$ cat src/logic/ckps_pkg.sv
// Constants, field layout and carrier types of the clock prescale block
package ckps_pkg;
	localparam int DATA_W = 32;
	localparam int ADR_W = 6;
	localparam int CNT_W = 10;
	localparam int NUM_SRC = 6;

	localparam logic [3:0] IDX_SYS_SEL = 4'h0;
	localparam logic [3:0] IDX_PRESCALE = 4'h1;
	localparam logic [3:0] IDX_FREEZE = 4'h2;
	localparam logic [3:0] IDX_RTC = 4'h3;
	localparam logic [3:0] IDX_USB = 4'h4;
	localparam logic [3:0] IDX_PROTECT_KEY = 4'h8;
	localparam logic [3:0] IDX_STATUS = 4'h9;

	localparam logic [7:0] PROTECT_KEY = 8'hd8;
	localparam int PROTECT_WINDOW = 16;

	localparam logic [7:0] SYS_SEL_MASK = 8'h07;
	localparam logic [7:0] PRESCALE_MASK = 8'h7f;
	localparam logic [7:0] FREEZE_MASK = 8'h01;
	localparam logic [7:0] RTC_MASK = 8'h0f;
	localparam logic [7:0] USB_MASK = 8'h3f;
	localparam logic [7:0] RESET_VALUE = 8'h00;

	localparam logic [1:0] BC_1_1 = 2'h0;
	localparam logic [1:0] BC_1_2 = 2'h1;
	localparam logic [1:0] BC_4_1 = 2'h2;
	localparam logic [1:0] BC_2_2 = 2'h3;

	localparam logic [4:0] PSA_MAX_CODE = 5'h11;

	localparam logic [2:0] RTC_LOW_POWER_DIV = 3'h0;
	localparam logic [2:0] RTC_XTAL_DIV = 3'h1;
	localparam logic [2:0] RTC_RC32K_DIV = 3'h2;
	localparam logic [2:0] RTC_XTAL = 3'h5;
	localparam logic [2:0] RTC_RC32K = 3'h6;
	localparam logic [2:0] RTC_PIN = 3'h7;
	localparam logic [CNT_W-1:0] RTC_DIV_RATIO = 10'h020;
	localparam logic [CNT_W-1:0] RATIO_ONE = 10'h001;
	localparam logic [CNT_W-1:0] RATIO_TWO = 10'h002;
	localparam logic [CNT_W-1:0] RATIO_FOUR = 10'h004;

	localparam logic [1:0] USB_SRC_PLL = 2'h0;
	localparam logic [1:0] USB_SRC_INT_32MHZ = 2'h1;
	localparam logic [2:0] USB_DIV_MAX = 3'h5;

	// Bit order inside the source vector, low bit first
	localparam int SRC_LOW_POWER = 0;
	localparam int SRC_XTAL = 1;
	localparam int SRC_RC32K = 2;
	localparam int SRC_PIN = 3;
	localparam int SRC_PLL = 4;
	localparam int SRC_INT_32MHZ = 5;

	typedef struct packed {
		logic internal_32mhz_osc;
		logic pll;
		logic ext_pin;
		logic rc32k;
		logic xtal;
		logic ultra_low_power_osc;
	} ckps_src_type;

	typedef struct packed {
		logic periph_clk_x4;
		logic periph_clk_x2;
		logic cpu_core_clk;
	} ckps_tick_type;
endpackage

$ cat src/logic/ckps_edge.sv
// Two-stage synchroniser with rising edge pulse for one source clock
`timescale 1ns/10ps
`default_nettype none
module ckps_edge (
	input wire logic clk_i,
	input wire logic rst_i,
	input wire logic level_i,
	output logic rise_o
);
	logic meta_q;
	logic sync_q;
	logic last_q;
	logic rise_q;

	always_ff @(posedge clk_i) begin
		meta_q <= level_i;
		sync_q <= meta_q;
	end

	always_ff @(posedge clk_i) begin
		if (rst_i) begin
			// Track the pin level so a high source gives no false edge
			last_q <= sync_q;
			rise_q <= 1'b0;
		end else begin
			last_q <= sync_q;
			rise_q <= sync_q & ~last_q;
		end
	end

	assign rise_o = rise_q;
endmodule
`default_nettype wire

$ cat src/logic/ckps_div.sv
// Tick divider: one output pulse per ratio input pulses
`timescale 1ns/10ps
`default_nettype none
module ckps_div #(
	parameter int CNT_W = 10
) (
	input wire logic clk_i,
	input wire logic rst_i,
	input wire logic tick_i,
	input wire logic [CNT_W-1:0] ratio_i,
	output logic tick_o
);
	logic [CNT_W-1:0] cnt_q;
	logic [CNT_W-1:0] last;
	logic tick_q;

	generate
		if (CNT_W < 1) begin : g_bad_width
			$error("ckps_div: CNT_W must be at least 1");
		end
	endgenerate

	// A zero ratio behaves as no division
	assign last = (ratio_i == '0) ? '0 : ratio_i - CNT_W'(1);

	always_ff @(posedge clk_i) begin
		if (rst_i) begin
			cnt_q <= '0;
		end else if (tick_i) begin
			if (cnt_q >= last) begin
				cnt_q <= '0;
			end else begin
				cnt_q <= cnt_q + CNT_W'(1);
			end
		end
	end

	always_ff @(posedge clk_i) begin
		if (rst_i) begin
			tick_q <= 1'b0;
		end else begin
			tick_q <= tick_i & (cnt_q >= last);
		end
	end

	assign tick_o = tick_q;
endmodule
`default_nettype wire

$ cat src/logic/ckps_top.sv
// Clock prescalers, selection lock, RTC and USB source selection
`timescale 1ns/10ps
`default_nettype none
module ckps_top #(
	parameter int PROTECT_CYCLES = ckps_pkg::PROTECT_WINDOW
) (
	input wire logic clk_i,
	input wire logic rst_i,
	input wire logic wb_cyc_i,
	input wire logic wb_stb_i,
	input wire logic wb_we_i,
	input wire logic [ckps_pkg::ADR_W-1:0] wb_adr_i,
	input wire logic [3:0] wb_sel_i,
	input wire logic [ckps_pkg::DATA_W-1:0] wb_dat_i,
	output logic [ckps_pkg::DATA_W-1:0] wb_dat_o,
	output logic wb_ack_o,
	input wire ckps_pkg::ckps_src_type src_clk_i,
	output logic [2:0] sys_clk_sel_o,
	output ckps_pkg::ckps_tick_type tick_o,
	output logic rtc_clk_tick_o,
	output logic usb_clk_tick_o,
	output logic clock_locked_o
);
	import ckps_pkg::*;

	generate
		if (PROTECT_CYCLES < 1 || PROTECT_CYCLES > 255) begin : g_bad_window
			$error("ckps_top: PROTECT_CYCLES must lie in 1..255");
		end
	endgenerate

	// Bus slave state
	logic ack_q;
	logic [DATA_W-1:0] dat_q;
	logic req;
	logic wr_commit;
	logic [3:0] idx;
	logic [7:0] wr_byte;
	logic [7:0] rd_byte;

	// Register contents
	logic [2:0] sys_sel_q;
	logic [1:0] prescale_b_c_div_q;
	logic [4:0] prescale_a_div_q;
	logic lock_q;
	logic [2:0] rt_counter_src_sel_q;
	logic rt_counter_src_on_q;
	logic [2:0] usb_clk_div_q;
	logic [1:0] usb_clk_src_sel_q;
	logic usb_clk_src_on_q;

	// Protected write window
	logic [7:0] window_q;
	logic window_open;
	logic protected_ok;

	// Derived tick chain
	logic [CNT_W-1:0] ratio_a;
	logic [CNT_W-1:0] ratio_b;
	logic [CNT_W-1:0] ratio_c;
	logic per4_tick;
	logic per2_tick;
	logic cpu_tick;

	// Source edges and selectors
	logic [NUM_SRC-1:0] src_level;
	logic [NUM_SRC-1:0] src_rise;
	logic rtc_raw;
	logic rtc_needs_div;
	logic rtc_valid;
	logic [CNT_W-1:0] rtc_ratio;
	logic rtc_tick;
	logic usb_raw;
	logic usb_valid;
	logic [CNT_W-1:0] usb_ratio;
	logic usb_tick;
	logic rtc_out_q;
	logic usb_out_q;

	// Bus decode: one aligned word per register, data in byte lane 0
	assign req = wb_cyc_i & wb_stb_i;
	assign idx = wb_adr_i[ADR_W-1:2];
	assign wr_byte = wb_dat_i[7:0];
	assign wr_commit = req & wb_we_i & ack_q & wb_sel_i[0];

	always_ff @(posedge clk_i) begin
		if (rst_i) begin
			ack_q <= 1'b0;
		end else begin
			ack_q <= req & ~ack_q;
		end
	end

	// Reserved bits are masked so they always read zero
	always_comb begin
		rd_byte = 8'h00;
		unique case (idx)
			IDX_SYS_SEL: rd_byte = {5'h00, sys_sel_q};
			IDX_PRESCALE: rd_byte = {1'b0, prescale_a_div_q, prescale_b_c_div_q};
			IDX_FREEZE: rd_byte = {7'h00, lock_q};
			IDX_RTC: rd_byte = {4'h0, rt_counter_src_sel_q, rt_counter_src_on_q};
			IDX_USB: rd_byte = {2'h0, usb_clk_div_q, usb_clk_src_sel_q,
				usb_clk_src_on_q};
			IDX_STATUS: rd_byte = {4'h0, usb_valid, rtc_valid, window_open,
				lock_q};
			default: rd_byte = 8'h00;
		endcase
	end

	always_ff @(posedge clk_i) begin
		if (rst_i) begin
			dat_q <= '0;
		end else if (req & ~ack_q) begin
			dat_q <= {24'h000000, rd_byte};
		end
	end

	assign wb_ack_o = ack_q;
	assign wb_dat_o = dat_q;

	// Timed unlock: key write opens a short window for one protected write
	assign window_open = (window_q != 8'h00);
	assign protected_ok = window_open & ~lock_q;

	always_ff @(posedge clk_i) begin
		if (rst_i) begin
			window_q <= 8'h00;
		end else if (wr_commit && idx == IDX_PROTECT_KEY &&
			wr_byte == PROTECT_KEY) begin
			window_q <= 8'(PROTECT_CYCLES);
		end else if (wr_commit && window_open &&
			(idx == IDX_SYS_SEL || idx == IDX_PRESCALE || idx == IDX_FREEZE)) begin
			window_q <= 8'h00;
		end else if (window_open) begin
			window_q <= window_q - 8'h01;
		end
	end

	// System clock selection, frozen by the lock
	always_ff @(posedge clk_i) begin
		if (rst_i) begin
			sys_sel_q <= RESET_VALUE[2:0];
		end else if (wr_commit && idx == IDX_SYS_SEL && protected_ok) begin
			sys_sel_q <= wr_byte[2:0] & SYS_SEL_MASK[2:0];
		end
	end

	// Prescaler settings, frozen by the lock
	always_ff @(posedge clk_i) begin
		if (rst_i) begin
			prescale_a_div_q <= RESET_VALUE[6:2];
			prescale_b_c_div_q <= RESET_VALUE[1:0];
		end else if (wr_commit && idx == IDX_PRESCALE && protected_ok) begin
			prescale_a_div_q <= wr_byte[6:2] & PRESCALE_MASK[6:2];
			prescale_b_c_div_q <= wr_byte[1:0];
		end
	end

	// Lock can only be set, only with the key, and only reset clears it
	always_ff @(posedge clk_i) begin
		if (rst_i) begin
			lock_q <= RESET_VALUE[0];
		end else if (wr_commit && idx == IDX_FREEZE && window_open &&
			(wr_byte[0] & FREEZE_MASK[0])) begin
			lock_q <= 1'b1;
		end
	end

	// RTC source control
	always_ff @(posedge clk_i) begin
		if (rst_i) begin
			rt_counter_src_sel_q <= RESET_VALUE[3:1];
			rt_counter_src_on_q <= RESET_VALUE[0];
		end else if (wr_commit && idx == IDX_RTC) begin
			rt_counter_src_sel_q <= wr_byte[3:1] & RTC_MASK[3:1];
			rt_counter_src_on_q <= wr_byte[0];
		end
	end

	// USB source control; divider held while the source is enabled
	always_ff @(posedge clk_i) begin
		if (rst_i) begin
			usb_clk_div_q <= RESET_VALUE[5:3];
			usb_clk_src_sel_q <= RESET_VALUE[2:1];
			usb_clk_src_on_q <= RESET_VALUE[0];
		end else if (wr_commit && idx == IDX_USB) begin
			if (!usb_clk_src_on_q) begin
				usb_clk_div_q <= wr_byte[5:3] & USB_MASK[5:3];
			end
			usb_clk_src_sel_q <= wr_byte[2:1];
			usb_clk_src_on_q <= wr_byte[0];
		end
	end

	assign sys_clk_sel_o = sys_sel_q;
	assign clock_locked_o = lock_q;

	// Prescaler A: odd codes up to the top code give powers of two
	function automatic logic [CNT_W-1:0] psa_ratio(input logic [4:0] code);
		logic [3:0] shift;
		shift = 4'(({1'b0, code} + 6'h01) >> 1);
		if (code == 5'h00) begin
			psa_ratio = RATIO_ONE;
		end else if (code[0] && code <= PSA_MAX_CODE) begin
			psa_ratio = RATIO_ONE << shift;
		end else begin
			psa_ratio = RATIO_ONE;
		end
	endfunction

	assign ratio_a = psa_ratio(prescale_a_div_q);

	always_comb begin
		ratio_b = RATIO_ONE;
		ratio_c = RATIO_ONE;
		unique case (prescale_b_c_div_q)
			BC_1_1: begin
				ratio_b = RATIO_ONE;
				ratio_c = RATIO_ONE;
			end
			BC_1_2: begin
				ratio_b = RATIO_ONE;
				ratio_c = RATIO_TWO;
			end
			BC_4_1: begin
				ratio_b = RATIO_FOUR;
				ratio_c = RATIO_ONE;
			end
			BC_2_2: begin
				ratio_b = RATIO_TWO;
				ratio_c = RATIO_TWO;
			end
		endcase
	end

	ckps_div #(.CNT_W(CNT_W)) u_div_a (
		.clk_i(clk_i),
		.rst_i(rst_i),
		.tick_i(1'b1),
		.ratio_i(ratio_a),
		.tick_o(per4_tick)
	);

	ckps_div #(.CNT_W(CNT_W)) u_div_b (
		.clk_i(clk_i),
		.rst_i(rst_i),
		.tick_i(per4_tick),
		.ratio_i(ratio_b),
		.tick_o(per2_tick)
	);

	ckps_div #(.CNT_W(CNT_W)) u_div_c (
		.clk_i(clk_i),
		.rst_i(rst_i),
		.tick_i(per2_tick),
		.ratio_i(ratio_c),
		.tick_o(cpu_tick)
	);

	assign tick_o.periph_clk_x4 = per4_tick;
	assign tick_o.periph_clk_x2 = per2_tick;
	assign tick_o.cpu_core_clk = cpu_tick;

	// Source clocks come from other domains and are turned into edge pulses
	assign src_level = src_clk_i;

	genvar gi;
	generate
		for (gi = 0; gi < NUM_SRC; gi++) begin : g_src
			ckps_edge u_edge (
				.clk_i(clk_i),
				.rst_i(rst_i),
				.level_i(src_level[gi]),
				.rise_o(src_rise[gi])
			);
		end
	endgenerate

	// RTC source selector
	always_comb begin
		rtc_raw = 1'b0;
		rtc_needs_div = 1'b0;
		rtc_valid = 1'b0;
		unique case (rt_counter_src_sel_q)
			RTC_LOW_POWER_DIV: begin
				rtc_raw = src_rise[SRC_LOW_POWER];
				rtc_needs_div = 1'b1;
				rtc_valid = 1'b1;
			end
			RTC_XTAL_DIV: begin
				rtc_raw = src_rise[SRC_XTAL];
				rtc_needs_div = 1'b1;
				rtc_valid = 1'b1;
			end
			RTC_RC32K_DIV: begin
				rtc_raw = src_rise[SRC_RC32K];
				rtc_needs_div = 1'b1;
				rtc_valid = 1'b1;
			end
			RTC_XTAL: begin
				rtc_raw = src_rise[SRC_XTAL];
				rtc_valid = 1'b1;
			end
			RTC_RC32K: begin
				rtc_raw = src_rise[SRC_RC32K];
				rtc_valid = 1'b1;
			end
			RTC_PIN: begin
				rtc_raw = src_rise[SRC_PIN];
				rtc_valid = 1'b1;
			end
			default: begin
				rtc_raw = 1'b0;
				rtc_needs_div = 1'b0;
				rtc_valid = 1'b0;
			end
		endcase
	end

	assign rtc_ratio = rtc_needs_div ? RTC_DIV_RATIO : RATIO_ONE;

	ckps_div #(.CNT_W(CNT_W)) u_div_rtc (
		.clk_i(clk_i),
		.rst_i(rst_i),
		.tick_i(rtc_raw & rt_counter_src_on_q),
		.ratio_i(rtc_ratio),
		.tick_o(rtc_tick)
	);

	always_ff @(posedge clk_i) begin
		if (rst_i) begin
			rtc_out_q <= 1'b0;
		end else begin
			rtc_out_q <= rtc_tick & rt_counter_src_on_q & rtc_valid;
		end
	end

	// USB source selector and prescaler
	always_comb begin
		usb_raw = 1'b0;
		unique case (usb_clk_src_sel_q)
			USB_SRC_PLL: usb_raw = src_rise[SRC_PLL];
			USB_SRC_INT_32MHZ: usb_raw = src_rise[SRC_INT_32MHZ];
			default: usb_raw = 1'b0;
		endcase
	end

	assign usb_valid = (usb_clk_div_q <= USB_DIV_MAX) &&
		(usb_clk_src_sel_q == USB_SRC_PLL ||
		usb_clk_src_sel_q == USB_SRC_INT_32MHZ);
	assign usb_ratio = RATIO_ONE << usb_clk_div_q;

	ckps_div #(.CNT_W(CNT_W)) u_div_usb (
		.clk_i(clk_i),
		.rst_i(rst_i),
		.tick_i(usb_raw & usb_clk_src_on_q),
		.ratio_i(usb_ratio),
		.tick_o(usb_tick)
	);

	always_ff @(posedge clk_i) begin
		if (rst_i) begin
			usb_out_q <= 1'b0;
		end else begin
			usb_out_q <= usb_tick & usb_clk_src_on_q & usb_valid;
		end
	end

	assign rtc_clk_tick_o = rtc_out_q;
	assign usb_clk_tick_o = usb_out_q;
endmodule
`default_nettype wire

$ cat config.mk
export PLATFORM = sky130hd
export DESIGN_NAME = ckps_top
export DESIGN_NICKNAME = d
export VERILOG_FILES = /design/src/logic/ckps_pkg.sv /design/src/logic/ckps_edge.sv /design/src/logic/ckps_div.sv /design/src/logic/ckps_top.sv
export SDC_FILE = /design/constraint.sdc
export NUM_CORES = 1
export LEC_CHECK = 0
export ABC_AREA = 0
export BUFFER_PORTS_ARGS = -buffer_cell sky130_fd_sc_hd__buf_2
export CORE_ASPECT_RATIO = 0.7
export CORE_UTILIZATION = 30
export DETAILED_ROUTE_END_ITERATION = 10
export SYNTH_ARGS = -nofsm -noshare
export SYNTH_HDL_FRONTEND = slang
export SYNTH_SLANG_ARGS = --single-unit
$ cat constraint.sdc
create_clock -name clk_i -period 6.4 [get_ports clk_i]
set_clock_uncertainty 0.2 [all_clocks]
set_input_delay 0.64 -clock clk_i [delete_from_list [all_inputs] [get_ports clk_i]]
set_output_delay 0.64 -clock clk_i [all_outputs]
set_load 0.02 [all_outputs]
== Word level (Yosys, flattened, before mapping) ==
Index checks and enable logic that the tools add are counted.

* Register bits: 119
* Output and inout bits: 42
* Word-level logic and storage cells: 179
* Input port bits: 53

* Reductions and logical operators: 40
* Mux-type cells: 22
* Shift-type cells: 2
* Eq/ne operators: 16
* Add/sub/neg operators: 12
* Order comparisons: 7
* Bitwise gates (word level): 31

{| class="wikitable"
|+ Operators by type and width
! cell !! number
|-
| $mux 10 || 11
|-
| $add 10x1->10 const B || 5
|-
| $ge 10x10->1 || 5
|-
| $logic_not 10->1 || 5
|-
| $pmux 7 s6 || 1
|-
| $sub 10x1->10 const B || 4
|-
| $pmux 10 s3 || 1
|-
| $and 1x1->1 || 22
|-
| $pmux 10 s2 || 1
|-
| $logic_and 1x1->1 || 15
|-
| $mux 5 || 3
|-
| $reduce_or 2->1 || 6
|-
| $shl 1x3->10 const A || 1
|-
| $shl 1x4->10 const A || 1
|-
| $eq 3x3->1 const B || 3
|-
| $not 1->1 || 9
|-
| $eq 4x2->1 const B || 2
|-
| $eq 4x4->1 const B || 2
|-
| $eq 8x8->1 const B || 1
|-
| $reduce_bool 8->1 || 1
|-
| $sub 8x1->8 const B || 1
|-
| $sub 6x1->7 const B || 1
|-
| $mux 6 || 1
|-
| $reduce_or 3->1 || 2
|-
| 20 further kinds || 26
|}

== Longest topological paths before layout ==
Gate-level depths: netlist of the first run.

* Depth in word-level cells: 8
* Gate-level depth with buffers: 16
* Depth with buffers taken out: 15

== Hierarchy ==
A second synthesis of the first run with hierarchy kept.

* Cells, all modules: 924
* Area total of the unflattened synthesis: 7903.8 µm²

{| class="wikitable"
|+ Modules (own cells, without submodules)
! module !! instances !! seq. area each (µm²) !! area each (µm²) !! cells each
|-
| ckps_top || 1 || 780.7 || 2567.5 || 312
|-
| ckps_div (u_div_b ...) || 2 || 220.2 || 1007.2 || 120
|-
| ckps_div (u_div_c) || 1 || 220.2 || 962.2 || 118
|-
| ckps_div (u_div_a) || 1 || 220.2 || 920.9 || 115
|-
| ckps_div (u_div_rtc) || 1 || 220.2 || 883.3 || 109
|-
| ckps_edge || 6 || 80.1 || 92.6 || 5
|}

== Least setup slack after synthesis of the first run ==
Ideal clock, no wire load.

* Kind: register -> register
* Start point: register prescale_a_div_q[0]
* End point: register u_div_a.tick_q (netlist: u_div_a.tick_o)
* Arrival: 3740 ps
* Data required time: 6078 ps
* Period minus slack after synthesis: 4061 ps
* Stages on the path, launching flop included: 16
* Library setup time: 122 ps
* Path buffers: 1
* Slack: 2339 ps
* Cells stage by stage: dfxtp_1 > buf_2 > inv_1 > ha_1 > nor3b_1 > o32ai_1 > nand2_1 > or4_1 > ha_1 > a211oi_1 > nor2_1 > ha_1 > a211o_1 > a211oi_1 > o21bai_1 > a221o_1

* Word-level cells in the longest chain between the ends: 7
* Elaborated cells between the ends (all ways): 11
* Classes of those cells: add/sub: 2; order compare: 2; shift: 1; mux: 3; reduce/logical: 3

{| class="wikitable"
|+ Ends and longest elaborated chain
! item !! RTL line !! text
|-
| start, declared || ckps_top.sv:44 || <nowiki>logic [4:0] prescale_a_div_q;</nowiki>
|-
| start signal, assigned || ckps_top.sv:151 || <nowiki>prescale_a_div_q <= RESET_VALUE[6:2];</nowiki>
|-
| start signal, assigned || ckps_top.sv:154 || <nowiki>prescale_a_div_q <= wr_byte[6:2] & PRESCALE_MASK[6:2];</nowiki>
|-
| $add 5x1->5 or $le 5x5->1 (tied branches) || ckps_top.sv:201, ckps_top.sv:204 ||
|-
| $shl 1x4->10 or $logic_and 1x1->1 (tied branches) || ckps_top.sv:205, ckps_top.sv:204 ||
|-
| $mux 10 || ckps_top.sv:204 || <nowiki>end else if (code[0] && code <= PSA_MAX_CODE) begin</nowiki>
|-
| $mux 10 * || ckps_top.sv:202 || <nowiki>if (code == 5'h00) begin</nowiki>
|-
| $sub 10x1->10 or $logic_not 10->1 (tied branches) || ckps_div.sv:24 || <nowiki>assign last = (ratio_i == '0) ? '0 : ratio_i - CNT_W'(1);</nowiki>
|-
| $mux 10 * || ckps_div.sv:24 ||
|-
| $ge 10x10->1 * || ckps_div.sv:42 || <nowiki>tick_q <= tick_i & (cnt_q >= last);</nowiki>
|-
| end signal, assigned || ckps_div.sv:42 ||
|-
| end, declared || ckps_div.sv:15 || <nowiki>logic tick_q;</nowiki>
|}

Mark *: on every way between the ends. The rest lies on a longest branch, timed or not.
A chain may end at the register's enable or synchronous reset.

== Worst setup path after layout of the first run ==
* Start point: register prescale_a_div_q[0]
* End point: register u_div_a.cnt_q[1]

* Word-level cells in the longest chain between the ends: 8
* Elaborated cells between the ends (all ways): 12
* Classes of those cells: add/sub: 2; order compare: 2; shift: 1; mux: 3; reduce/logical: 4

{| class="wikitable"
|+ Ends and longest elaborated chain
! item !! RTL line !! text
|-
| $add 5x1->5 or $le 5x5->1 (tied branches) || ckps_top.sv:201, ckps_top.sv:204 ||
|-
| $shl 1x4->10 or $logic_and 1x1->1 (tied branches) || ckps_top.sv:205, ckps_top.sv:204 ||
|-
| $mux 10 || ckps_top.sv:204 ||
|-
| $mux 10 * || ckps_top.sv:202 ||
|-
| $sub 10x1->10 or $logic_not 10->1 (tied branches) || ckps_div.sv:24 ||
|-
| $mux 10 * || ckps_div.sv:24 ||
|-
| $ge 10x10->1 * || ckps_div.sv:30 || <nowiki>if (cnt_q >= last) begin</nowiki>
|-
| $reduce_or 2->1 (no source line) * || n/a ||
|-
| end signal, assigned || ckps_div.sv:33 || <nowiki>cnt_q <= cnt_q + CNT_W'(1);</nowiki>
|-
| end, declared || ckps_div.sv:13 || <nowiki>logic [CNT_W-1:0] cnt_q;</nowiki>
|}

Marked as above.

==> results of run 1 <==
-- layout make-up --
type	count	area [um2]
multi-input combinational	504	3300
timing repair buffer	41	208
tap	264	330
clock buffer	19	443
clock inverter	12	176
inverter	27	101
fill	2003	12300
sequential	118	2360
-- kinds of logic (layout without fill, tap and decap cells) --
family,Yosys count,in the layout,share of synthesized area (%)
AO/OA/AOI/OAI,109,109,12.7
XOR/XNOR,38,38,5.55
adder cells (fa/ha/maj),40,40,8.35
buffers and inverters,82,99,7.12
flip-flops,118,118,39.4
multiplexers,30,30,5.07
other,2,28,0.125
AND/OR/NAND/NOR,259,259,21.7
-- worst min-delay path by stage --
stage | start | end
floorplan | g_src[0].u_edge.meta_q | g_src[0].u_edge.sync_q
global placement | g_src[5].u_edge.meta_q | g_src[5].u_edge.sync_q
detailed placement | g_src[3].u_edge.meta_q | g_src[3].u_edge.sync_q
CTS | src_clk_i[4] | g_src[4].u_edge.meta_q
global route | src_clk_i[4] | g_src[4].u_edge.meta_q
finish | g_src[4].u_edge.meta_q | g_src[4].u_edge.sync_q
-- routing by layer --
layer  global-route usage (%)  share of wire (%)  vias to the layer above
li1                         -                  -                     2411
met1                     21.0                 57                     2067
met2                     17.8                 39                       76
met3                     4.29                4.3                        2
met4                     3.52               0.28                        0
met5                        0                  0                        -
-- state kept, by name, summed over array words and instances, names as in the netlist, 7 cells and up --
register         cells
u_div_c.cnt_q       10
u_div_a.cnt_q       10
u_div_rtc.cnt_q     10
wb_dat_o             7
window_q             8
u_div_b.cnt_q       10
u_div_usb.cnt_q     10
-- cell usage in the layout (no fill, tap or decap), types with 15 or more instances in the layout --
cell / n
sky130_fd_sc_hd__nand3_1: 26
sky130_fd_sc_hd__nand2_1: 43
sky130_fd_sc_hd__xor2_1: 22
sky130_fd_sc_hd__nor2_1: 91
sky130_fd_sc_hd__buf_2: 40
sky130_fd_sc_hd__a21oi_1: 32
sky130_fd_sc_hd__xnor2_1: 16
sky130_fd_sc_hd__mux2i_1: 27
sky130_fd_sc_hd__clkbuf_16: 17
sky130_fd_sc_hd__inv_1: 26
sky130_fd_sc_hd__nor3_1: 15
sky130_fd_sc_hd__conb_1: 28
sky130_fd_sc_hd__dfxtp_1: 118
sky130_fd_sc_hd__ha_1: 40
-- metrics by stage --
step                      setup slack [ns]  cells  total power [mW]
after floorplan                       2.34    704              1.01
after global routing                  1.05    985              2.11
after detailed placement              1.66    954              1.03
after CTS                             1.64    985              2.05
final                                 1.61    985              2.02
after global placement                1.74    954              1.03
-- power breakdown --
| part | total [mW] | leakage (nW) | switching [mW] | internal, mW |
|---|---|---|---|---|
| clock | 1.01 | 0.299 | 0.349 | 0.660 |
| combinational | 0.216 | 1.53 | 0.127 | 0.0893 |
| sequential | 0.800 | 0.961 | 0.0294 | 0.770 |
| total | 2.02 | 2.79 | 0.505 | 1.52 |
==> impl_metrics.prom, run 1 <==
# TYPE chip_impl_metric gauge
chip_impl_info{name="outcome",value="finished clean"} 1
chip_impl_metric{name="flow.area_growth_from_synthesis",unit="%"} 15.5
chip_impl_metric{name="drcViolationCount",unit=""} 0
chip_impl_metric{name="number_of_antenna_violations_at_the_first_check_in_global_routing",unit=""} 0
chip_impl_metric{name="syn-instance-count",unit=""} 678
chip_impl_metric{name="layout.core_utilization",unit="%"} 36.0
chip_impl_info{name="worstReg2RegEnd",value="u_div_a.cnt_q[1]"} 1
chip_impl_info{name="critPathLaunchType",value="flip-flop"} 1
chip_impl_metric{name="starting_utilization_of_the_core_area",unit="%"} 31.2
chip_impl_metric{name="tritoncts.num_buffers",unit=""} 17
chip_impl_info{name="cp_slowest_cell",value="sky130_fd_sc_hd__a21oi_1"} 1
chip_impl_metric{name="critPathMaxFanout",unit=""} 10
chip_impl_metric{name="coreArea",unit="um2"} 19200
chip_impl_info{name="synth.top_cells.by_area",value="sky130_fd_sc_hd__dfxtp_1 39%, sky130_fd_sc_hd__ha_1 8.4%, sky130_fd_sc_hd__nor2_1 5.7%, sky130_fd_sc_hd__mux2i_1 4.5%, sky130_fd_sc_hd__buf_4 3.5%"} 1
chip_impl_metric{name="routedWlPerCell",unit="um"} 13.3
chip_impl_metric{name="drtPass1Iterations",unit=""} 5
chip_impl_metric{name="die_area",unit="um2"} 20600
chip_impl_metric{name="postSynthAreaPerCell",unit="um2"} 8.84
chip_impl_metric{name="grt_pass1_wl",unit="um"} 21900
chip_impl_metric{name="slowest_delay",unit="ns"} 0.65
chip_impl_metric{name="die-height",unit="um"} 120
chip_impl_info{name="end_kind",value="flip-flop"} 1
chip_impl_metric{name="postRouteWirelength",unit="um"} 13100
chip_impl_metric{name="layout-drive-gt1-share",unit="%"} 12.6
chip_impl_metric{name="synth_edf_count",unit=""} 0
chip_impl_metric{name="endpoint_required_time_on_the_critical_path",unit="ns"} 6.45
chip_impl_metric{name="number_of_register_bits_inferred_by_synthesis",unit=""} 118
chip_impl_metric{name="cts_repair_resize_count",unit=""} 0
chip_impl_metric{name="design_area",unit="um2"} 6920
chip_impl_metric{name="tightest_slew",unit="ns"} 0.919
chip_impl_metric{name="dieWidth",unit="um"} 171
chip_impl_metric{name="routed_via_count_divided_by_cell_count",unit=""} 4.63
chip_impl_metric{name="worst-endpoint-arrival",unit="ns"} 4.84
chip_impl_metric{name="dp_hpwl",unit="um"} 9370
chip_impl_metric{name="antenna_cells",unit=""} 0
chip_impl_metric{name="min_path_cells",unit=""} 0
chip_impl_metric{name="port_buffers",unit=""} 40
chip_impl_info{name="hp-class",value="reg2reg"} 1
chip_impl_metric{name="synth.distinct_cells",unit=""} 67
chip_impl_metric{name="ff2ff_path_depth",unit=""} 12
chip_impl_metric{name="clkLatencyLatePin",unit="ns"} 0.41
chip_impl_metric{name="setup_tns",unit="ns"} 0
chip_impl_metric{name="irDropWorstVdd",unit="mV"} 0.133
chip_impl_metric{name="globalplace.congestion",unit=""} 0.823
chip_impl_info{name="list_of_cells_traversed_by_the_critical_path",value="ha_1 -> nand3_1 -> xor2_1 -> inv_1 -> or4_1 -> ha_1 -> a211oi_1 -> o21ai_0 -> ha_1 -> o21ai_0 -> a21oi_1 -> a21boi_0"} 1
chip_impl_metric{name="clk_pin_slew",unit="ns"} 0.06
chip_impl_metric{name="netlist.area_leader.share",unit="%"} 39.4
chip_impl_metric{name="drv_cap",unit=""} 0
chip_impl_metric{name="timing.final.crit_share",unit="%"} 74.8
chip_impl_metric{name="htree_levels",unit=""} 4
chip_impl_metric{name="nNetsFinal",unit=""} 802
chip_impl_info{name="crit_family",value="compound AO/OA/AOI/OAI gates"} 1
chip_impl_metric{name="cts_hold_buffers",unit=""} 0
chip_impl_metric{name="worst-path-buf-inv",unit=""} 1
chip_impl_metric{name="post_cts_buffers",unit=""} 0
chip_impl_metric{name="number_of_clock_sinks_seen_by_cts",unit=""} 118
chip_impl_metric{name="postPlaceCellArea",unit="um2"} 6300
chip_impl_metric{name="via_count_of_the_first_global_routing_pass",unit=""} 4188
chip_impl_info{name="rsz0062_at_grt",value="no"} 1
chip_impl_info{name="yosys-top-cells-count",value="118 x sky130_fd_sc_hd__dfxtp_1, 91 x sky130_fd_sc_hd__nor2_1, 43 x sky130_fd_sc_hd__nand2_1, 40 x sky130_fd_sc_hd__ha_1, 32 x sky130_fd_sc_hd__a21oi_1"} 1
chip_impl_metric{name="finalSetupViolCount",unit=""} 0
chip_impl_metric{name="asyncSetResetFlopFracSynth",unit="%"} 0
chip_impl_metric{name="max_clock_freq",unit="MHz"} 209
chip_impl_info{name="synth_most_common_cell",value="sky130_fd_sc_hd__dfxtp_1"} 1
chip_impl_info{name="critPathCapture",value="u_div_a.cnt_q[1]"} 1
chip_impl_info{name="crit_start",value="prescale_a_div_q[0]"} 1
chip_impl_info{name="crit_type",value="reg2reg"} 1
chip_impl_info{name="ctsRootBufferMaster",value="sky130_fd_sc_hd__clkbuf_16"} 1
chip_impl_metric{name="groute.usage.overall",unit="%"} 13.7
chip_impl_info{name="most_instantiated_flip_flop_cell_in_the_synthesis_netlist",value="sky130_fd_sc_hd__dfxtp_1"} 1
chip_impl_metric{name="detail-route-antenna-nets",unit=""} 0
chip_impl_metric{name="seq_area_frac_synth",unit="%"} 39.4
chip_impl_info{name="timing.critical_path.mode_cell",value="sky130_fd_sc_hd__ha_1"} 1
chip_impl_metric{name="final_report_hold_violation_count",unit=""} 0
chip_impl_metric{name="detail_route.iter0.violations",unit=""} 344
chip_impl_metric{name="maximum_number_of_pins_on_one_net_before_global_route_repair",unit=""} 56
chip_impl_metric{name="maxSlewViolCount",unit=""} 0
chip_impl_metric{name="vias",unit=""} 4556
chip_impl_metric{name="timing.slew.headroom",unit="%"} 38.6
chip_impl_info{name="clock_tree_from_tritoncts",value="built"} 1
chip_impl_metric{name="ioPinCount",unit=""} 95
chip_impl_metric{name="synthesis.yosys.warnings",unit=""} 0
chip_impl_info{name="synth.largest_area_cell",value="sky130_fd_sc_hd__dfxtp_1"} 1
chip_impl_metric{name="power.leakage",unit="nW"} 2.79
chip_impl_metric{name="buffer_depth_of_the_longest_clock_path",unit=""} 2
chip_impl_metric{name="cp_num_cells",unit=""} 12
chip_impl_metric{name="r2r_setup_slack",unit="ns"} 1.61
chip_impl_metric{name="rows",unit=""} 42
chip_impl_metric{name="layout_min_cycle_time",unit="ns"} 4.79
chip_impl_metric{name="global_route.overflow_total",unit=""} 0
chip_impl_metric{name="p_per_area",unit="nW/um2"} 292
chip_impl_metric{name="syn_area",unit="um2"} 5990
chip_impl_info{name="rr_startpoint",value="prescale_a_div_q[0]"} 1
chip_impl_metric{name="final.hold.worst_slack",unit="ns"} 0.127
Power figures use the tool's default switching activity.
==> run 2: changes to the inputs <==
- ABC_AREA: 0 -> 1
- clock period: 6.4 -> 3.9 ns (I/O delays scaled with it)
==> run 2 against run 1 <==
Compared with the run above:
- synthesized area up 0.63%
- wire length up 2.8%
- via count up 12%
- clock-buffer cell count down 2
- final cell count up 17%
- critical path depth up 7
- sequential cell count unchanged
- combinational power up 70%
- sequential power up 62%
- power up 62%
- worst setup slack worse by 1.0 ns
- critical path type unchanged
==> impl_metrics.prom, run 2 <==
# TYPE chip_impl_metric gauge
chip_impl_metric{name="rows",unit=""} 42
chip_impl_metric{name="detail-route-antenna-nets",unit=""} 0
chip_impl_metric{name="cellInternalPower",unit="mW"} 2.37
chip_impl_metric{name="dpl.cell_count",unit=""} 1110
chip_impl_metric{name="synth-xor-area-share",unit="%"} 3.34
chip_impl_metric{name="design_area",unit="um2"} 7070
chip_impl_metric{name="global_route.overflow_total",unit=""} 0
chip_impl_info{name="crit_type",value="reg2reg"} 1
chip_impl_metric{name="ioPinCount",unit=""} 95
chip_impl_metric{name="synthMuxAreaShare",unit="%"} 0.166
chip_impl_metric{name="detail_route.iter0.violations",unit=""} 390
chip_impl_metric{name="globalplace.congestion",unit=""} 0.850
chip_impl_metric{name="setup_tns",unit="ns"} 0
chip_impl_metric{name="power.leakage",unit="nW"} 3.15
chip_impl_info{name="ctsRootBufferMaster",value="sky130_fd_sc_hd__clkbuf_16"} 1
chip_impl_metric{name="postSynthAreaPerCell",unit="um2"} 7.36
chip_impl_info{name="hp-class",value="in2reg"} 1
chip_impl_metric{name="routedWlPerCell",unit="um"} 11.8
chip_impl_info{name="crit_family",value="simple AND/OR/NAND/NOR gates"} 1
chip_impl_metric{name="use_met2",unit="%"} 18.4
chip_impl_metric{name="timing.slew.headroom",unit="%"} 44.0
chip_impl_metric{name="endpoint_required_time_on_the_critical_path",unit="ns"} 4.03
chip_impl_metric{name="post_layout_nonfiller_instances",unit=""} 1149
chip_impl_info{name="synth.top_cells.by_area",value="sky130_fd_sc_hd__dfxtp_1 39%, sky130_fd_sc_hd__nand2_1 11%, sky130_fd_sc_hd__ha_1 8.3%, sky130_fd_sc_hd__nor2_1 6.8%, sky130_fd_sc_hd__inv_1 5.6%"} 1
chip_impl_info{name="busiest_layer",value="met1"} 1
chip_impl_metric{name="seq_area_frac_synth",unit="%"} 39.2
chip_impl_metric{name="synthesis.yosys.warnings",unit=""} 0
chip_impl_metric{name="synth_edf_count",unit=""} 0
chip_impl_info{name="synth.largest_area_cell",value="sky130_fd_sc_hd__dfxtp_1"} 1
chip_impl_metric{name="number_of_clock_sinks_seen_by_cts",unit=""} 118
chip_impl_metric{name="routed_via_count_divided_by_cell_count",unit=""} 4.45
chip_impl_metric{name="syn-instance-count",unit=""} 819
chip_impl_metric{name="die_area",unit="um2"} 20700
chip_impl_metric{name="layout.core_utilization",unit="%"} 36.7
chip_impl_metric{name="slowest_delay",unit="ns"} 0.32
chip_impl_info{name="main_combinational_cell_family_by_area_after_synthesis",value="simple AND/OR/NAND/NOR gates"} 1
chip_impl_metric{name="drtPass1Iterations",unit=""} 5
chip_impl_metric{name="power.switching",unit="mW"} 0.915
chip_impl_metric{name="yosys.area_share.simple",unit="%"} 30.6
chip_impl_metric{name="timing.final.crit_share",unit="%"} 84.9
chip_impl_metric{name="post_cts_buffers",unit=""} 0
chip_impl_metric{name="coreArea",unit="um2"} 19300
chip_impl_metric{name="global_route.usage.met1",unit="%"} 21.4
chip_impl_metric{name="irDropWorstVdd",unit="mV"} 0.245
chip_impl_metric{name="switching_fraction_of_total_power",unit="%"} 27.9
chip_impl_info{name="yosys-top-cells-count",value="175 x sky130_fd_sc_hd__nand2_1, 118 x sky130_fd_sc_hd__dfxtp_1, 110 x sky130_fd_sc_hd__nor2_1, 90 x sky130_fd_sc_hd__inv_1, 49 x sky130_fd_sc_hd__nand3_1"} 1
chip_impl_metric{name="p_per_area",unit="nW/um2"} 464
chip_impl_info{name="end_kind",value="flip-flop"} 1
chip_impl_metric{name="dieWidth",unit="um"} 171
chip_impl_info{name="synth_most_common_cell",value="sky130_fd_sc_hd__nand2_1"} 1
chip_impl_info{name="commonest_non_fill_non_tap_cell_in_the_layout",value="sky130_fd_sc_hd__nand2_1"} 1
chip_impl_metric{name="drcViolationCount",unit=""} 0
chip_impl_metric{name="worst-path-buf-inv",unit=""} 4
chip_impl_metric{name="p_clk_share",unit="%"} 49.2
chip_impl_metric{name="postRouteWirelength",unit="um"} 13500
chip_impl_metric{name="buffer_depth_of_the_longest_clock_path",unit=""} 2
chip_impl_metric{name="part_of_the_total_power_dissipated_in_combinational_logic",unit="%"} 11.2
chip_impl_metric{name="critPathMaxFanout",unit=""} 11
chip_impl_metric{name="use_met3",unit="%"} 3.50
chip_impl_info{name="most_instantiated_flip_flop_cell_in_the_synthesis_netlist",value="sky130_fd_sc_hd__dfxtp_1"} 1
chip_impl_metric{name="maximum_number_of_pins_on_one_net_before_global_route_repair",unit=""} 46
chip_impl_metric{name="worst-endpoint-arrival",unit="ns"} 3.44
chip_impl_metric{name="number_of_register_bits_inferred_by_synthesis",unit=""} 118
chip_impl_info{name="clock_tree_from_tritoncts",value="built"} 1
chip_impl_metric{name="number_of_antenna_violations_at_the_first_check_in_global_routing",unit=""} 1
chip_impl_metric{name="maxSlewViolCount",unit=""} 0
chip_impl_metric{name="flow.area_growth_from_synthesis",unit="%"} 17.3
chip_impl_info{name="list_of_cells_traversed_by_the_critical_path",value="buf_4 -> ha_1 -> inv_1 -> nand2_1 -> nand2_1 -> nand2_1 -> nor2_2 -> nand3_2 -> ha_1 -> inv_1 -> nor2_2 -> nand3_4 -> nand3_1 -> ha_1 -> a21oi_1 -> o21a_1 -> nand4_1 -> buf_4 -> nor3b_1"} 1
chip_impl_metric{name="layout-drive-gt1-share",unit="%"} 12.4
chip_impl_metric{name="number_of_fill_cells",unit=""} 2024
chip_impl_metric{name="drv_cap",unit=""} 0
chip_impl_metric{name="die-height",unit="um"} 121
chip_impl_metric{name="groute.usage.overall",unit="%"} 13.9
chip_impl_metric{name="tritoncts.num_buffers",unit=""} 17
chip_impl_metric{name="port_buffers",unit=""} 40
chip_impl_metric{name="vias",unit=""} 5108
chip_impl_metric{name="grt_pass1_wl",unit="um"} 22700
chip_impl_metric{name="cts_hold_buffers",unit=""} 6
chip_impl_metric{name="clkLatencyLatePin",unit="ns"} 0.41
chip_impl_info{name="layout_common_cells",value="175 x sky130_fd_sc_hd__nand2_1, 118 x sky130_fd_sc_hd__dfxtp_1, 110 x sky130_fd_sc_hd__nor2_1"} 1
chip_impl_metric{name="layout_min_cycle_time",unit="ns"} 3.31
chip_impl_metric{name="nNetsFinal",unit=""} 964
chip_impl_metric{name="netlist.area_leader.share",unit="%"} 39.2
chip_impl_metric{name="cts_repair_resize_count",unit=""} 0
chip_impl_metric{name="dp_hpwl",unit="um"} 9930
chip_impl_metric{name="tightest_slew",unit="ns"} 0.840
chip_impl_metric{name="starting_utilization_of_the_core_area",unit="%"} 31.3
chip_impl_metric{name="synth.distinct_cells",unit=""} 39
chip_impl_metric{name="finalSetupViolCount",unit=""} 0
chip_impl_metric{name="share_seq_of_total_power",unit="%"} 39.6
chip_impl_info{name="outcome",value="finished clean"} 1
chip_impl_info{name="critPathLaunchType",value="flip-flop"} 1
chip_impl_metric{name="asyncSetResetFlopFracSynth",unit="%"} 0
chip_impl_metric{name="syn_area",unit="um2"} 6030
chip_impl_metric{name="via_count_of_the_first_global_routing_pass",unit=""} 4653
chip_impl_metric{name="final_report_hold_violation_count",unit=""} 0
chip_impl_metric{name="postPlaceCellArea",unit="um2"} 6400
chip_impl_metric{name="synth_compound_area_share",unit="%"} 7.76
chip_impl_metric{name="synth-adder-area-share",unit="%"} 8.30
chip_impl_info{name="cp_slowest_cell",value="sky130_fd_sc_hd__ha_1"} 1
chip_impl_metric{name="max_clock_freq",unit="MHz"} 302
chip_impl_metric{name="htree_levels",unit=""} 4
chip_impl_metric{name="clk_pin_slew",unit="ns"} 0.06
chip_impl_info{name="rsz0062_at_grt",value="no"} 1
## run 2: cell families after synthesis
kind of cell,Yosys count
simple gates,412
buf+inv,136
flops,118
compound gates,87
fa+ha+maj,40
xor+xnor,23
other cells,2
mux,1
## run 2: worst min-delay path, cell delays in order
cell                      delay, ns
sky130_fd_sc_hd__buf_2         0.09
sky130_fd_sc_hd__o21ai_0       0.08
sky130_fd_sc_hd__a21oi_1       0.10
## run 2: metal layers
layer	part of all wire (%)	up-vias
met5	0.074	-
met4	1.1	2
met3	5.9	15
met2	37	124
met1	55	2269
li1	-	2698
## run 2: cell type report
class	count	area (um2)	area share, %
clock inverters	15	183	2.58
diodes	1	2.50	0.0354
inverters	93	349	4.93
well taps	264	330	4.67
repair buffers	50	290	4.10
clock buffers	17	425	6.01
multi-input cells	591	3130	44.3
flip-flops and latches	118	2360	33.4
## run 2: final timing paths
path,start,end,depth (start not counted),slack [ns]
worst min-delay path,wb_dat_i[6],prescale_a_div_q[4],3,0.09
worst max register to register,prescale_a_div_q[0],u_div_a.cnt_q[9],19,0.59
worst max-delay path,prescale_a_div_q[0],u_div_a.cnt_q[9],19,0.59
worst min register to register,g_src[2].u_edge.meta_q,g_src[2].u_edge.sync_q,0,0.13
## run 2: through the flow
stage / power (mW) / setup WS [ns] / hold WS (ns)
4_1_cts: 3.32 / 0.603 / 0.0862
6_report: 3.28 / 0.588 / 0.0906
2_1_floorplan: 1.63 / 0.839 / 0.110
3_5_place_dp: 1.69 / 0.614 / 0.118
5_1_grt: 3.44 / 0.268 / 0.100
3_3_place_gp: 1.68 / 0.687 / 0.116
## run 2: power by group through the flow
stage                     clock network, mW  logic [mW]  registers [mW]
after floorplan                           0       0.316            1.32
after global placement                    0       0.359            1.33
after detailed placement                  0       0.362            1.33
after CTS                              1.65       0.369            1.30
after global routing                   1.71       0.425            1.31
final                                  1.61       0.368            1.30
==> run 3: changes to the inputs <==
- clock period: 3.9 -> 3.3 ns (I/O delays scaled with it)
==> run 3 against run 2 <==
Compared with the run above:
- largest cell class unchanged
- global-route usage fell by 0.053 points
- clock-buffer cell count rose by 1
- maximum frequency rose by 7.3%
- critical path depth fell by 1
- non-clock buffer count rose by 4
- via count fell by 0.27%
- wire length rose by 1.8%
- worst hold slack got worse by 0.065 ns
- sequential power rose by 18%
- core utilization rose by 0.51 points
- final cell count rose by 0.26%
- clock power rose by 24%
==> impl_metrics.prom, run 3 (synthesis gave the netlist of run 2 again) <==
# TYPE chip_impl_metric gauge
chip_impl_metric{name="use_met3",unit="%"} 3.73
chip_impl_metric{name="buffer_depth_of_the_longest_clock_path",unit=""} 2
chip_impl_metric{name="critPathMaxFanout",unit=""} 11
chip_impl_metric{name="die_area",unit="um2"} 20700
chip_impl_metric{name="r2r_setup_slack",unit="ns"} 0.21
chip_impl_metric{name="worst-endpoint-arrival",unit="ns"} 3.22
chip_impl_metric{name="ioPinCount",unit=""} 95
chip_impl_metric{name="ff2ff_path_depth",unit=""} 18
chip_impl_metric{name="finalSetupViolCount",unit=""} 0
chip_impl_info{name="worstReg2RegEnd",value="u_div_a.cnt_q[5]"} 1
chip_impl_metric{name="dieWidth",unit="um"} 171
chip_impl_metric{name="maximum_number_of_pins_on_one_net_before_global_route_repair",unit=""} 46
chip_impl_metric{name="number_of_antenna_violations_at_the_first_check_in_global_routing",unit=""} 0
chip_impl_metric{name="final.hold.worst_slack",unit="ns"} 0.0259
chip_impl_info{name="hp-class",value="in2reg"} 1
chip_impl_metric{name="number_of_clock_sinks_seen_by_cts",unit=""} 118
chip_impl_metric{name="dp_hpwl",unit="um"} 10200
chip_impl_info{name="crit_start",value="prescale_a_div_q[1]"} 1
chip_impl_metric{name="drv_cap",unit=""} 0
chip_impl_metric{name="power.leakage",unit="nW"} 3.18
chip_impl_metric{name="layout_min_cycle_time",unit="ns"} 3.09
chip_impl_metric{name="postLayoutSetupSlackWorst",unit="ns"} 0.215
chip_impl_metric{name="tightest_slew",unit="ns"} 0.704
chip_impl_metric{name="post_cts_buffers",unit=""} 0
chip_impl_info{name="outcome",value="finished clean"} 1
chip_impl_metric{name="globalplace.congestion",unit=""} 0.860
chip_impl_metric{name="global_route.usage.met1",unit="%"} 21.9
chip_impl_metric{name="endpoint_required_time_on_the_critical_path",unit="ns"} 3.44
chip_impl_metric{name="grt_pass1_wl",unit="um"} 22400
chip_impl_info{name="critPathCapture",value="u_div_a.cnt_q[5]"} 1
chip_impl_info{name="clock_tree_from_tritoncts",value="built"} 1
chip_impl_metric{name="layout-drive-gt1-share",unit="%"} 13.6
chip_impl_metric{name="post-layout-total-power",unit="mW"} 3.97
chip_impl_metric{name="p_per_area",unit="nW/um2"} 554
chip_impl_metric{name="post-place-ws",unit="ns"} 0.105
chip_impl_metric{name="global_route.overflow_total",unit=""} 0
chip_impl_metric{name="drtPass1Iterations",unit=""} 7
chip_impl_metric{name="use_met2",unit="%"} 17.5
chip_impl_metric{name="layout.core_utilization",unit="%"} 37.2
chip_impl_metric{name="die-height",unit="um"} 121
chip_impl_metric{name="coreArea",unit="um2"} 19300
chip_impl_metric{name="setup_tns",unit="ns"} 0
chip_impl_metric{name="routedWlPerCell",unit="um"} 11.9
chip_impl_metric{name="max_clock_freq",unit="MHz"} 324
chip_impl_metric{name="post_layout_nonfiller_instances",unit=""} 1152
chip_impl_metric{name="routed_via_count_divided_by_cell_count",unit=""} 4.42
chip_impl_metric{name="postRouteWirelength",unit="um"} 13700
chip_impl_metric{name="rows",unit=""} 42
chip_impl_info{name="layout_common_cells",value="174 x sky130_fd_sc_hd__nand2_1, 116 x sky130_fd_sc_hd__dfxtp_1, 110 x sky130_fd_sc_hd__nor2_1"} 1
chip_impl_metric{name="dpl.cell_count",unit=""} 1114
chip_impl_metric{name="postPlaceCellArea",unit="um2"} 6430
chip_impl_metric{name="detail_route.iter0.violations",unit=""} 440
chip_impl_info{name="commonest_non_fill_non_tap_cell_in_the_layout",value="sky130_fd_sc_hd__nand2_1"} 1
chip_impl_metric{name="via_count_of_the_first_global_routing_pass",unit=""} 4468
chip_impl_info{name="rr_startpoint",value="prescale_a_div_q[1]"} 1
chip_impl_info{name="critPathLaunchType",value="flip-flop"} 1
chip_impl_metric{name="groute.usage.overall",unit="%"} 13.9
chip_impl_info{name="crit_type",value="reg2reg"} 1
chip_impl_metric{name="tritoncts.num_buffers",unit=""} 17
chip_impl_metric{name="number_of_fill_cells",unit=""} 2045
chip_impl_metric{name="maxSlewViolCount",unit=""} 0
chip_impl_metric{name="design_area",unit="um2"} 7170
chip_impl_info{name="busiest_layer",value="met1"} 1
chip_impl_info{name="end_kind",value="flip-flop"} 1
chip_impl_metric{name="clk_pin_slew",unit="ns"} 0.06
chip_impl_metric{name="antenna_cells",unit=""} 0
chip_impl_metric{name="detail-route-antenna-nets",unit=""} 0
chip_impl_metric{name="port_buffers",unit=""} 40
chip_impl_metric{name="clkLatencyLatePin",unit="ns"} 0.42
chip_impl_metric{name="nNetsFinal",unit=""} 968
chip_impl_metric{name="vias",unit=""} 5094
chip_impl_metric{name="final_report_hold_violation_count",unit=""} 0
chip_impl_metric{name="drcViolationCount",unit=""} 0
chip_impl_metric{name="irDropWorstVdd",unit="mV"} 0.413
chip_impl_metric{name="htree_levels",unit=""} 4
chip_impl_metric{name="starting_utilization_of_the_core_area",unit="%"} 31.3
chip_impl_metric{name="timing.slew.headroom",unit="%"} 53.0
chip_impl_metric{name="flow.area_growth_from_synthesis",unit="%"} 18.9
chip_impl_metric{name="timing.final.crit_share",unit="%"} 93.5
chip_impl_info{name="ctsRootBufferMaster",value="sky130_fd_sc_hd__clkbuf_16"} 1
[run 3: cell types whose count changed in the layout (fill, tap and decap cells not counted), moves of 3 or more]
cell and delta:
sky130_fd_sc_hd__buf_4 +4, sky130_fd_sc_hd__inv_6 -4, sky130_fd_sc_hd__inv_8 -4, sky130_fd_sc_hd__clkinv_4 +3
[run 3: final cells by class]
cell class / instances / area [um2] / area share (%)
Clock inverter: 14 / 199 / 2.77
Inverter: 93 / 349 / 4.87
Timing Repair Buffer: 54 / 320 / 4.47
Clock buffer: 18 / 439 / 6.12
Sequential cell: 118 / 2360 / 33.0
Tap cell: 264 / 330 / 4.61
Multi-Input combinational cell: 591 / 3170 / 44.2
[run 3: what timing repair did]
| action | in CTS | in global routing |
|---|---|---|
| hold buffers | 6 | 0 |
| endpoints found under the hold margin | 6 | 0 |
| resized for setup | 0 | 9 |
| setup endpoints to repair | 0 | 11 |
[run 3: power by group]
group	switching (mW)	internal (mW)	total, mW
combinational	0.282	0.159	0.441
clock	0.704	1.29	1.99
sequential	0.0462	1.49	1.54
[run 3: how the worst min path moves through the flow]
| stage | start | to | slack [ns] | cells after the start |
|---|---|---|---|---|
| 2_1_floorplan | g_src[0].u_edge.meta_q | g_src[0].u_edge.sync_q | 0.11 | 0 |
| 3_3_place_gp | g_src[0].u_edge.meta_q | g_src[0].u_edge.sync_q | 0.11 | 0 |
| 3_5_place_dp | g_src[4].u_edge.meta_q | g_src[4].u_edge.sync_q | 0.12 | 0 |
| 4_1_cts | wb_dat_i[0] | usb_clk_src_on_q | 0.01 | 3 |
| 5_1_grt | wb_dat_i[0] | usb_clk_src_on_q | 0.02 | 3 |
| 6_report | wb_dat_i[6] | prescale_a_div_q[4] | 0.03 | 3 |
[run 3: layer usage]
metal,vias to the layer above,part of all wire [%]
li1,2709,-
met1,2233,55
met2,137,37
met3,15,6.6
met4,0,1.1
met5,-,0
[run 3: worst max-delay path, stage by stage (launching register included)]
cell and delay (ns):
sky130_fd_sc_hd__dfxtp_2 0.36, sky130_fd_sc_hd__ha_4 0.18, sky130_fd_sc_hd__inv_1 0.06, sky130_fd_sc_hd__nand2_1 0.05
sky130_fd_sc_hd__nand2_1 0.14, sky130_fd_sc_hd__nand2_1 0.13, sky130_fd_sc_hd__nor2_2 0.16, sky130_fd_sc_hd__nand3_2 0.10
sky130_fd_sc_hd__ha_1 0.20, sky130_fd_sc_hd__inv_1 0.08, sky130_fd_sc_hd__nor2_4 0.05, sky130_fd_sc_hd__nand3_4 0.12
sky130_fd_sc_hd__nand3_1 0.11, sky130_fd_sc_hd__ha_1 0.33, sky130_fd_sc_hd__a21oi_1 0.15, sky130_fd_sc_hd__o21a_1 0.13
sky130_fd_sc_hd__nand4_1 0.10, sky130_fd_sc_hd__buf_4 0.19, sky130_fd_sc_hd__nor3b_1 0.16
